==> src/hdl/ttw_pkg.sv <==
// Package with register map, field layout, taps and types of the tick timers block
package ttw_pkg;

   // Register indices; byte address is four times the index
   localparam logic [7:0] DOG_CTRL_IDX  = 8'h09;
   localparam logic [7:0] BASE_CTRL_IDX = 8'h0A;
   localparam logic [7:0] SLOW_CTRL_IDX = 8'h0B;

   // Shared bit positions of the two interval control registers
   localparam int FLAG_BIT  = 7;
   localparam int IE_BIT    = 6;
   localparam int SEL_HI    = 2;
   localparam int SEL_LO    = 1;
   localparam int CLR_BIT   = 0;
   // Watchdog control layout
   localparam int DOG_SRC_BIT = 7;
   localparam int KEY_HI      = 3;

   localparam logic [3:0] DOG_KEY      = 4'h5;
   localparam logic [3:0] DOG_KEY_READ = 4'hF;

   // Counter widths
   localparam int BASE_W = 21;
   localparam int SLOW_W = 15;

   // Tap = highest counter bit whose carry marks the interval end
   // Slow interval 2^10, 2^13, 2^14, 2^15 subclock cycles
   localparam logic [4:0] SLOW_TAP0 = 5'h09;
   localparam logic [4:0] SLOW_TAP1 = 5'h0C;
   localparam logic [4:0] SLOW_TAP2 = 5'h0D;
   localparam logic [4:0] SLOW_TAP3 = 5'h0E;
   // Base interval 2^13, 2^15, 2^18, 2^22 main cycles at half rate counting
   localparam logic [4:0] BASE_TAP0 = 5'h0B;
   localparam logic [4:0] BASE_TAP1 = 5'h0D;
   localparam logic [4:0] BASE_TAP2 = 5'h10;
   localparam logic [4:0] BASE_TAP3 = 5'h14;
   // Watchdog ticks: 2^22 main cycles or 2^14 subclock cycles
   localparam logic [4:0] DOG_BASE_TAP = 5'h14;
   localparam logic [4:0] DOG_SLOW_TAP = 5'h0D;

   // Watchdog expiry on this count of source ticks since the last clear
   localparam logic [1:0] DOG_EXPIRE_CNT = 2'h2;

   localparam int CLK_HZ = 10000000;

   typedef struct packed {
      logic        sel;
      logic        enable;
      logic        write;
      logic [11:0] addr;
      logic [31:0] wdata;
      logic        strb0;
   } ttw_apb_req_t;

   typedef struct packed {
      logic       flag;
      logic       irq_en;
      logic [1:0] sel;
   } ttw_intv_t;

   typedef enum logic [1:0] {
      DOG_FRESH,
      DOG_BARRED,
      DOG_RUNNING
   } ttw_dog_state_t;

endpackage

==> src/hdl/ttw_top.sv <==
// Subclock prescaler, base timer and watchdog with an APB register slave
// Operation
// [RQ1] 15-bit subclock prescaler feeds slow ticks
// [RQ2] Slow flag: write 0 clears, read shows event
// [RQ3] Slow flag and enable raise interrupt request
// [RQ4] Read-modify-write reads both flags as one
// [RQ5] Slow interval select: 2^10,2^13,2^14,2^15 cycles
// [RQ6] Writing 0 to slow clear zeroes prescaler
// [RQ7] Both counter clear bits read as one
// [RQ8] 21-bit base timer at half main clock
// [RQ9] Base flag: write 0 clears, interrupt if enabled
// [RQ10] Base interval select: 2^13,2^15,2^18,2^22 cycles
// [RQ11] Writing 0 to base clear zeroes counter
// [RQ12] Chip reset clears both event flags
// [RQ13] Source bit picks base or prescaler tick
// [RQ14] Software fixes source once, prescaler in submode
// [RQ15] First key write 0101 starts watchdog
// [RQ16] Later key writes 0101 clear watchdog counter
// [RQ17] Only reset stops watchdog; key reads 1111
// [RQ18] Standby or hold clears watchdog counter; only STANDBY_I clears it here, there is no hold input
// [RQ19] Missed clear deadline raises internal chip reset
// [RQ20] Two-bit tick counter, reset on second tick
// [RQ21] Flags stay set until software writes zero
`timescale 1ns/1ns
module ttw_top
   import ttw_pkg::*;
#(
   parameter int P_BASE_W = BASE_W,
   parameter int P_SLOW_W = SLOW_W
) (
   input  wire logic        CLK_I,
   input  wire logic        RSTN_I,
   input  wire logic        PSEL_I,
   input  wire logic        PENABLE_I,
   input  wire logic        PWRITE_I,
   input  wire logic [11:0] PADDR_I,
   input  wire logic [31:0] PWDATA_I,
   input  wire logic [3:0]  PSTRB_I,
   output logic      [31:0] PRDATA_O,
   output logic             PREADY_O,
   output logic             PSLVERR_O,
   input  wire logic        SUB_TICK_I,
   input  wire logic        MAIN_CLK_RUN_I,
   input  wire logic        RMW_READ_I,
   input  wire logic        STANDBY_I,
   output logic             SLOW_IRQ_O,
   output logic             BASE_IRQ_O,
   output logic             WDOG_RST_O
);

   generate
      if (P_BASE_W != 21 || P_SLOW_W != 15) begin : g_bad_width
         $error("ttw_top: tap table serves only 21-bit base and 15-bit slow counters");
      end
   endgenerate

   // Tap decode shared by both counters and the watchdog
   function automatic logic tap_hit(input logic [20:0] cnt, input logic [4:0] tap);
      logic hit;
      hit = 1'b1;
      for (int i = 0; i < 21; i++) begin
         if (i <= int'(tap) && !cnt[i]) begin
            hit = 1'b0;
         end
      end
      return hit;
   endfunction

   function automatic logic [4:0] slow_tap(input logic [1:0] sel);
      logic [4:0] t;
      unique case (sel)
         2'h0: t = SLOW_TAP0;
         2'h1: t = SLOW_TAP1;
         2'h2: t = SLOW_TAP2;
         2'h3: t = SLOW_TAP3;
      endcase
      return t;
   endfunction

   function automatic logic [4:0] base_tap(input logic [1:0] sel);
      logic [4:0] t;
      unique case (sel)
         2'h0: t = BASE_TAP0;
         2'h1: t = BASE_TAP1;
         2'h2: t = BASE_TAP2;
         2'h3: t = BASE_TAP3;
      endcase
      return t;
   endfunction

   // ---------------- APB decode ----------------
   ttw_apb_req_t req;
   assign req = '{sel: PSEL_I, enable: PENABLE_I, write: PWRITE_I,
                  addr: PADDR_I, wdata: PWDATA_I, strb0: PSTRB_I[0]};

   wire        access     = req.sel && req.enable;
   wire        idx_ok     = (req.addr[1:0] == 2'h0) && (req.addr[11:10] == 2'h0);
   wire [7:0]  idx        = req.addr[9:2];
   wire        hit_dog    = idx_ok && (idx == DOG_CTRL_IDX);
   wire        hit_base   = idx_ok && (idx == BASE_CTRL_IDX);
   wire        hit_slow   = idx_ok && (idx == SLOW_CTRL_IDX);
   wire        mapped     = hit_dog || hit_base || hit_slow;
   wire        wr_lane    = access && req.write && req.strb0;
   wire        wr_dog     = wr_lane && hit_dog;
   wire        wr_base    = wr_lane && hit_base;
   wire        wr_slow    = wr_lane && hit_slow;
   wire [7:0]  wbyte      = req.wdata[7:0];

   // Zero-latency slave: every access completes in its first access cycle
   assign PREADY_O  = 1'b1;
   assign PSLVERR_O = access && !mapped;

   // ---------------- Slow prescaler ----------------
   logic [14:0] slow_cnt;
   ttw_intv_t   slow;
   wire  [20:0] slow_cnt_x  = {6'h00, slow_cnt};
   wire         slow_clr    = wr_slow && !wbyte[CLR_BIT];                       // [RQ6]
   wire         slow_evt    = SUB_TICK_I && tap_hit(slow_cnt_x, slow_tap(slow.sel)); // [RQ5]
   wire         slow_dogtk  = SUB_TICK_I && tap_hit(slow_cnt_x, DOG_SLOW_TAP);
   wire         slow_fclr   = wr_slow && !wbyte[FLAG_BIT];                      // [RQ2]
   wire [14:0]  next_slow_cnt = slow_clr   ? 15'h0000 :
                                SUB_TICK_I ? slow_cnt + 15'h0001 : slow_cnt;    // [RQ1]
   // A new interval beats a same-cycle clear so no event is lost
   wire         next_slow_flag = slow_evt || (slow.flag && !slow_fclr);         // [RQ21]

   always_ff @(posedge CLK_I or negedge RSTN_I) begin
      if (!RSTN_I) begin
         slow_cnt <= 15'h0000;
         slow     <= '0;                                                         // [RQ12]
      end else begin
         slow_cnt  <= next_slow_cnt;
         slow.flag <= next_slow_flag;
         if (wr_slow) begin
            slow.irq_en <= wbyte[IE_BIT];
            slow.sel    <= wbyte[SEL_HI:SEL_LO];
         end
      end
   end

   assign SLOW_IRQ_O = slow.flag && slow.irq_en;                                 // [RQ3]

   // ---------------- Base timer ----------------
   logic        half;
   logic [20:0] base_cnt;
   ttw_intv_t   base;
   // Halving the main clock: count only on every second running cycle
   wire         base_step  = MAIN_CLK_RUN_I && half;                             // [RQ8]
   wire         base_clr   = wr_base && !wbyte[CLR_BIT];                         // [RQ11]
   wire         base_evt   = base_step && tap_hit(base_cnt, base_tap(base.sel)); // [RQ10]
   wire         base_dogtk = base_step && tap_hit(base_cnt, DOG_BASE_TAP);
   wire         base_fclr  = wr_base && !wbyte[FLAG_BIT];                        // [RQ9]
   wire [20:0]  next_base_cnt = base_clr  ? 21'h000000 :
                                base_step ? base_cnt + 21'h000001 : base_cnt;    // [RQ8]
   wire         next_base_flag = base_evt || (base.flag && !base_fclr);          // [RQ21]

   always_ff @(posedge CLK_I or negedge RSTN_I) begin
      if (!RSTN_I) begin
         half     <= 1'b0;
         base_cnt <= 21'h000000;
         base     <= '0;                                                         // [RQ12]
      end else begin
         half      <= MAIN_CLK_RUN_I ? !half : half;
         base_cnt  <= next_base_cnt;
         base.flag <= next_base_flag;
         if (wr_base) begin
            base.irq_en <= wbyte[IE_BIT];
            base.sel    <= wbyte[SEL_HI:SEL_LO];
         end
      end
   end

   assign BASE_IRQ_O = base.flag && base.irq_en;                                 // [RQ9]

   // ---------------- Watchdog ----------------
   ttw_dog_state_t dog_state;
   logic           dog_src;
   logic [1:0]     dog_cnt;
   logic           dog_fire;

   wire key_ok      = wbyte[KEY_HI:0] == DOG_KEY;
   wire dog_start   = wr_dog && (dog_state == DOG_FRESH) && key_ok;              // [RQ15]
   wire dog_kick    = wr_dog && (dog_state == DOG_RUNNING) && key_ok;            // [RQ16]
   // Source bit is honoured only while the watchdog is not yet running
   wire src_wr      = wr_dog && (dog_state != DOG_RUNNING);
   wire dog_tick    = dog_src ? slow_dogtk : base_dogtk;                         // [RQ13]
   wire dog_restart = dog_kick || STANDBY_I;                                     // [RQ18]
   wire dog_expire  = (dog_state == DOG_RUNNING) && !dog_restart && dog_tick &&
                      (dog_cnt == DOG_EXPIRE_CNT - 2'h1);                        // [RQ20]

   ttw_dog_state_t next_dog_state;
   always_comb begin
      next_dog_state = dog_state;
      unique case (dog_state)
         DOG_FRESH: begin
            if (wr_dog) begin
               next_dog_state = key_ok ? DOG_RUNNING : DOG_BARRED;               // [RQ15]
            end
         end
         DOG_BARRED: begin
            next_dog_state = DOG_BARRED;
         end
         DOG_RUNNING: begin
            next_dog_state = DOG_RUNNING;                                        // [RQ17]
         end
      endcase
   end

   wire [1:0] next_dog_cnt = (dog_start || dog_restart)          ? 2'h0 :
                             (dog_state == DOG_RUNNING && dog_tick) ? dog_cnt + 2'h1 :
                             dog_cnt;

   always_ff @(posedge CLK_I or negedge RSTN_I) begin
      if (!RSTN_I) begin
         dog_state <= DOG_FRESH;
         dog_src   <= 1'b0;
         dog_cnt   <= 2'h0;
         dog_fire  <= 1'b0;
      end else begin
         dog_state <= next_dog_state;
         dog_cnt   <= next_dog_cnt;
         if (src_wr) begin
            dog_src <= wbyte[DOG_SRC_BIT];                                       // [RQ14]
         end
         // Held until the chip reset it requests comes back on RSTN_I
         dog_fire  <= dog_fire || dog_expire;                                    // [RQ19]
      end
   end

   assign WDOG_RST_O = dog_fire;

   // ---------------- Read data ----------------
   wire       rmw = RMW_READ_I;
   wire [7:0] slow_rd = {slow.flag || rmw, slow.irq_en, 3'h0, slow.sel, 1'b1};  // [RQ4] [RQ7]
   wire [7:0] base_rd = {base.flag || rmw, base.irq_en, 3'h0, base.sel, 1'b1};  // [RQ4] [RQ7]
   wire [7:0] dog_rd  = {dog_src, 3'h0, DOG_KEY_READ};                          // [RQ17]
   wire [7:0] rd_byte = hit_slow ? slow_rd :
                        hit_base ? base_rd :
                        hit_dog  ? dog_rd  : 8'h00;
   wire       rd_take = req.sel && !req.enable && !req.write;

   // Captured in the setup cycle so the flop presents data for the access edge
   always_ff @(posedge CLK_I or negedge RSTN_I) begin
      if (!RSTN_I) begin
         PRDATA_O <= 32'h00000000;
      end else if (rd_take) begin
         PRDATA_O <= {24'h000000, rd_byte};
      end
   end

endmodule // ttw_top

==> config.mk <==
export PLATFORM = sky130hd
export DESIGN_NAME = ttw_top
export DESIGN_NICKNAME = d
export VERILOG_FILES = /design/src/hdl/ttw_pkg.sv /design/src/hdl/ttw_top.sv
export SDC_FILE = /design/constraint.sdc
export NUM_CORES = 1
export LEC_CHECK = 0
export ABC_AREA = 0
export BUFFER_PORTS_ARGS = -buffer_cell sky130_fd_sc_hd__buf_2
export CORE_MARGIN = 8
export CORE_UTILIZATION = 47
export DETAILED_ROUTE_END_ITERATION = 6
export HOLD_SLACK_MARGIN = 0.06
export MAX_ROUTING_LAYER = met4
export PLACE_DENSITY = 0.75
export SLEW_MARGIN = 20
export SYNTH_ARGS = -nofsm -noshare
export SYNTH_HDL_FRONTEND = slang
export SYNTH_SLANG_ARGS = --single-unit
==> constraint.sdc <==
create_clock -name CLK_I -period 1.6 [get_ports CLK_I]
set_input_delay 0.24 -clock CLK_I [delete_from_list [all_inputs] [get_ports CLK_I]]
set_output_delay 0.24 -clock CLK_I [all_outputs]
set_load 0.03 [all_outputs]
==> impl_metrics.prom <==
# TYPE chip_impl_metric gauge
chip_impl_metric{name="floorplan.die_area",unit="um^2"} 10000
chip_impl_metric{name="num_antenna_cells",unit=""} 0
chip_impl_metric{name="number_of_antenna_violations_at_the_first_check_in_global_routing",unit=""} 0
chip_impl_info{name="most-common-layout-cells",value="57 x dfrtp_1, 54 x buf_4, 34 x buf_2"} 1
chip_impl_metric{name="wl",unit="um"} 8460
chip_impl_metric{name="synth.cell_area",unit="um^2"} 3320
chip_impl_metric{name="chipHeight",unit="um"} 100
chip_impl_metric{name="seq_area_frac_synth",unit="%"} 43.0
chip_impl_metric{name="end_of_flow_core_utilization",unit="%"} 63.7
chip_impl_metric{name="detailed_place.area",unit="um^2"} 3890
chip_impl_metric{name="grt_pass1_wl",unit="um"} 13800
chip_impl_metric{name="cts.clk_slew.worst_paths",unit="ns"} 0.07
chip_impl_info{name="synth_area_leader_cell",value="dfrtp_1"} 1
chip_impl_metric{name="htreeDepth",unit=""} 3
chip_impl_metric{name="syn-instance-count",unit=""} 344
chip_impl_metric{name="timing_hold_violations_final",unit=""} 0
chip_impl_info{name="ys.flop_type",value="dfrtp_1"} 1
chip_impl_metric{name="p_leak",unit="nW"} 2.02
chip_impl_metric{name="port_buffers",unit=""} 37
chip_impl_metric{name="drt_first_pass_iters",unit=""} 4
chip_impl_metric{name="yosys_register_bits",unit=""} 57
chip_impl_metric{name="drc_errors",unit=""} 0
chip_impl_info{name="layout_commonest_cell",value="dfrtp_1"} 1
chip_impl_metric{name="fmax",unit="MHz"} 608
chip_impl_metric{name="clockBufferDepth",unit=""} 2
chip_impl_metric{name="synth_enable_flop_cells",unit=""} 0
chip_impl_metric{name="area_growth",unit="%"} 31.0
chip_impl_metric{name="finalSetupViolCount",unit=""} 4
chip_impl_metric{name="dr.first_iter.drc_count",unit=""} 177
chip_impl_metric{name="first_global_vias",unit=""} 3029
chip_impl_metric{name="dp_cells",unit=""} 513
chip_impl_metric{name="fin_nets",unit=""} 502
chip_impl_metric{name="max-cap-violations",unit=""} 0
chip_impl_metric{name="postLayoutCellArea",unit="um^2"} 4350
chip_impl_metric{name="cts.sinks",unit=""} 57
chip_impl_metric{name="layout_setup_ws",unit="ns"} -0.0456
chip_impl_metric{name="start_util",unit="%"} 48.6
chip_impl_metric{name="cp.required",unit="ns"} 1.87
chip_impl_metric{name="syn_avg_cell_area",unit="um^2"} 9.65
chip_impl_metric{name="grt_max_degree",unit=""} 58
chip_impl_metric{name="gpl.final_weighted_congestion",unit=""} 0.843
chip_impl_info{name="timing.setup.critical_path_class",value="flip-flop to flip-flop"} 1
chip_impl_metric{name="async_reset_ff_share",unit="%"} 100
chip_impl_metric{name="power_density",unit="nW/um^2"} 983
chip_impl_metric{name="placementRows",unit=""} 30
chip_impl_metric{name="vdd.ir_drop.worst",unit="mV"} 0.937
chip_impl_metric{name="num_vias",unit=""} 2899
chip_impl_metric{name="period_minus_slack",unit="ns"} 1.65
chip_impl_metric{name="die_x",unit="um"} 100
chip_impl_metric{name="cts-buffers-inserted",unit=""} 9
chip_impl_metric{name="holdWs",unit="ns"} 0.133
chip_impl_metric{name="detailedPlace.worstSlack",unit="ns"} -0.243
chip_impl_info{name="hold_class",value="primary input to flip-flop"} 1
chip_impl_metric{name="boundaryPins",unit=""} 94
chip_impl_metric{name="yosys_warnings",unit=""} 0
chip_impl_info{name="worstSetupEndpointType",value="flip-flop"} 1
chip_impl_metric{name="design.core.area",unit="um^2"} 6830
chip_impl_metric{name="global_route.usage.total",unit="%"} 17.4
chip_impl_metric{name="drtAntennaViolNets",unit=""} 0
chip_impl_metric{name="post_route_cells_drive_above_1_share",unit="%"} 36.7
chip_impl_metric{name="synth_cell_types",unit=""} 55
chip_impl_info{name="failed_checks",value="negative setup slack"} 1
chip_impl_info{name="tritoncts",value="yes"} 1
chip_impl_metric{name="arrival_time_at_the_worst_endpoint",unit="ns"} 1.92
chip_impl_metric{name="detailedPlacementHpwl",unit="um"} 5670
chip_impl_metric{name="post_drt_wl_per_cell",unit="um"} 15.8
chip_impl_metric{name="timing.critical_path.fanout_max",unit=""} 6
chip_impl_metric{name="finish.cell_count_without_fillers",unit=""} 537
chip_impl_info{name="worstPathCellList",value="nand4_1 -> or4_4 -> or3_1 -> a21oi_2"} 1
chip_impl_info{name="cts-root-buf",value="clkbuf_8"} 1
chip_impl_metric{name="timing.critical_path.slowest_cell_delay",unit="ns"} 0.54
chip_impl_metric{name="min_period_over_period",unit="%"} 103
chip_impl_info{name="kind_of_launch_point_of_the_worst_setup_path",value="flip-flop"} 1
chip_impl_info{name="cpMaxStageDelayCell",value="or4_4"} 1
chip_impl_metric{name="vias_per_cell",unit=""} 5.40
chip_impl_metric{name="grt_ovf",unit=""} 0
chip_impl_metric{name="share_of_the_synthesized_area_in_the_top_cell_type",unit="%"} 43.0
chip_impl_metric{name="finalMaxSlewViolations",unit=""} 0
chip_impl_metric{name="timing.clock.skew",unit="ns"} 0.00518
chip_impl_info{name="grt_setup_unrepaired",value="true"} 1
chip_impl_info{name="synthTopCellsByArea",value="dfrtp_1 43%, buf_4 6.3%, ha_1 3.4%, nand2_1 3.3%, nor2_1 3.1%"} 1
chip_impl_metric{name="clk-insertion-delay-late",unit="ns"} 0.34
chip_impl_info{name="run_status",value="complete, but fails checks"} 1
-- worst paths after layout --
kind	slack (ns)	start	end	depth (start not counted)
worst max-delay path	-0.05	base_cnt[3]	base_cnt[9]	4
worst min-delay path	0.13	PWDATA_I[6]	slow[2]	2
worst max register to register	-0.05	base_cnt[3]	base_cnt[9]	4
worst min register to register	0.48	PRDATA_O[7]	PRDATA_O[7]	1
max in group asynchronous	0.91	RSTN_I	slow_cnt[2]	3
min in group asynchronous	0.43	RSTN_I	dog_state[0]	3
-- synthesized netlist by cell type (2+ instances only) --
| master | n |
|---|---|
| xor2_1 | 11 |
| nand2_1 | 29 |
| mux2_2 | 6 |
| buf_4 | 28 |
| a21oi_1 | 17 |
| o31ai_1 | 7 |
| and4_1 | 6 |
| xnor2_1 | 8 |
| nand4_1 | 10 |
| mux2i_1 | 6 |
| or4_1 | 7 |
| nor2b_1 | 3 |
| or4_4 | 2 |
| nor2_1 | 27 |
| nand3_1 | 10 |
| and3_1 | 3 |
| ha_1 | 9 |
| a21o_1 | 3 |
| nor3_1 | 9 |
| mux2_1 | 3 |
| conb_1 | 2 |
| nor4_1 | 3 |
| clkbuf_1 | 6 |
| and2_1 | 3 |
| o41ai_1 | 4 |
| nor4_2 | 2 |
| or3_1 | 7 |
| buf_2 | 5 |
| inv_1 | 13 |
| o21ai_0 | 14 |
| dfrtp_1 | 57 |
-- through the flow --
stage	TNS [ns]	power, mW
2_1_floorplan	-0.00925	2.35
3_3_place_gp	-2.83	2.66
3_5_place_dp	-6.80	2.72
4_1_cts	-0.137	4.19
5_1_grt	-0.432	4.50
6_report	-0.124	4.27
-- report_power, final --
part / switching, mW / internal [mW]
Sequential: 0.165 / 1.60
Combinational: 0.607 / 0.536
Clock: 0.605 / 0.756
Total: 1.38 / 2.90
-- per-layer routing --
| layer | track usage, % | wire, um | up-vias |
|---|---|---|---|
| met5 | - | 0 | - |
| met4 | 8.26 | 167 | 0 |
| met3 | 4.15 | 568 | 16 |
| met2 | 28.5 | 4080 | 93 |
| met1 | 19.8 | 3650 | 1414 |
| li1 | - | - | 1376 |
-- timing repair --
| item | in CTS | in global routing |
|---|---|---|
| setup endpoints to repair | 14 | 24 |
| endpoints found under the hold margin | 57 | 0 |
| setup buffers | 4 | 4 |
| hold buffers | 1 | 0 |
| resized for setup | 12 | 34 |
| pin swaps | 6 | 8 |
| gates cloned | 0 | 0 |
-- kinds of logic (layout without fill, tap and decap cells) --
| kind of cell | Yosys count | count (layout) | synth area share, % |
|---|---|---|---|
| xor gates and xnor gates | 19 | 19 | 5.01 |
| and+or+nand+nor | 131 | 131 | 22.7 |
| other | 2 | 27 | 0.226 |
| DFF | 57 | 57 | 43.0 |
| AOI/OAI and AO/OA | 59 | 59 | 11.6 |
| adders and majority gates | 9 | 9 | 3.39 |
| buffers and inverters | 52 | 124 | 9.23 |
| muxes | 15 | 15 | 4.86 |
-- final cells by class --
type | instances | area, um^2
Fill cell | 553 | 2480
Clock inverter | 5 | 55.1
Timing Repair Buffer | 95 | 679
Clock buffer | 11 | 141
Sequential cell | 57 | 1430
Inverter | 13 | 48.8
Multi-Input combinational cell | 260 | 1880
Tap cell | 96 | 120
-- worst max-delay path: cells and delay by family (launching register included) --
family | cells | cell delay [ns]
flops | 1 | 0.40
simple gates | 3 | 1.04
compound gates | 1 | 0.14
-- registers in the layout, summed over array words and instances, names as in the netlist --
register / flops
WDOG_RST_O: 1
dog_cnt: 2
base: 4
dog_src: 1
half: 1
dog_state: 2
slow: 4
PRDATA_O: 6
base_cnt: 21
slow_cnt: 15
Note: power is estimated with default switching activity, not from simulation.
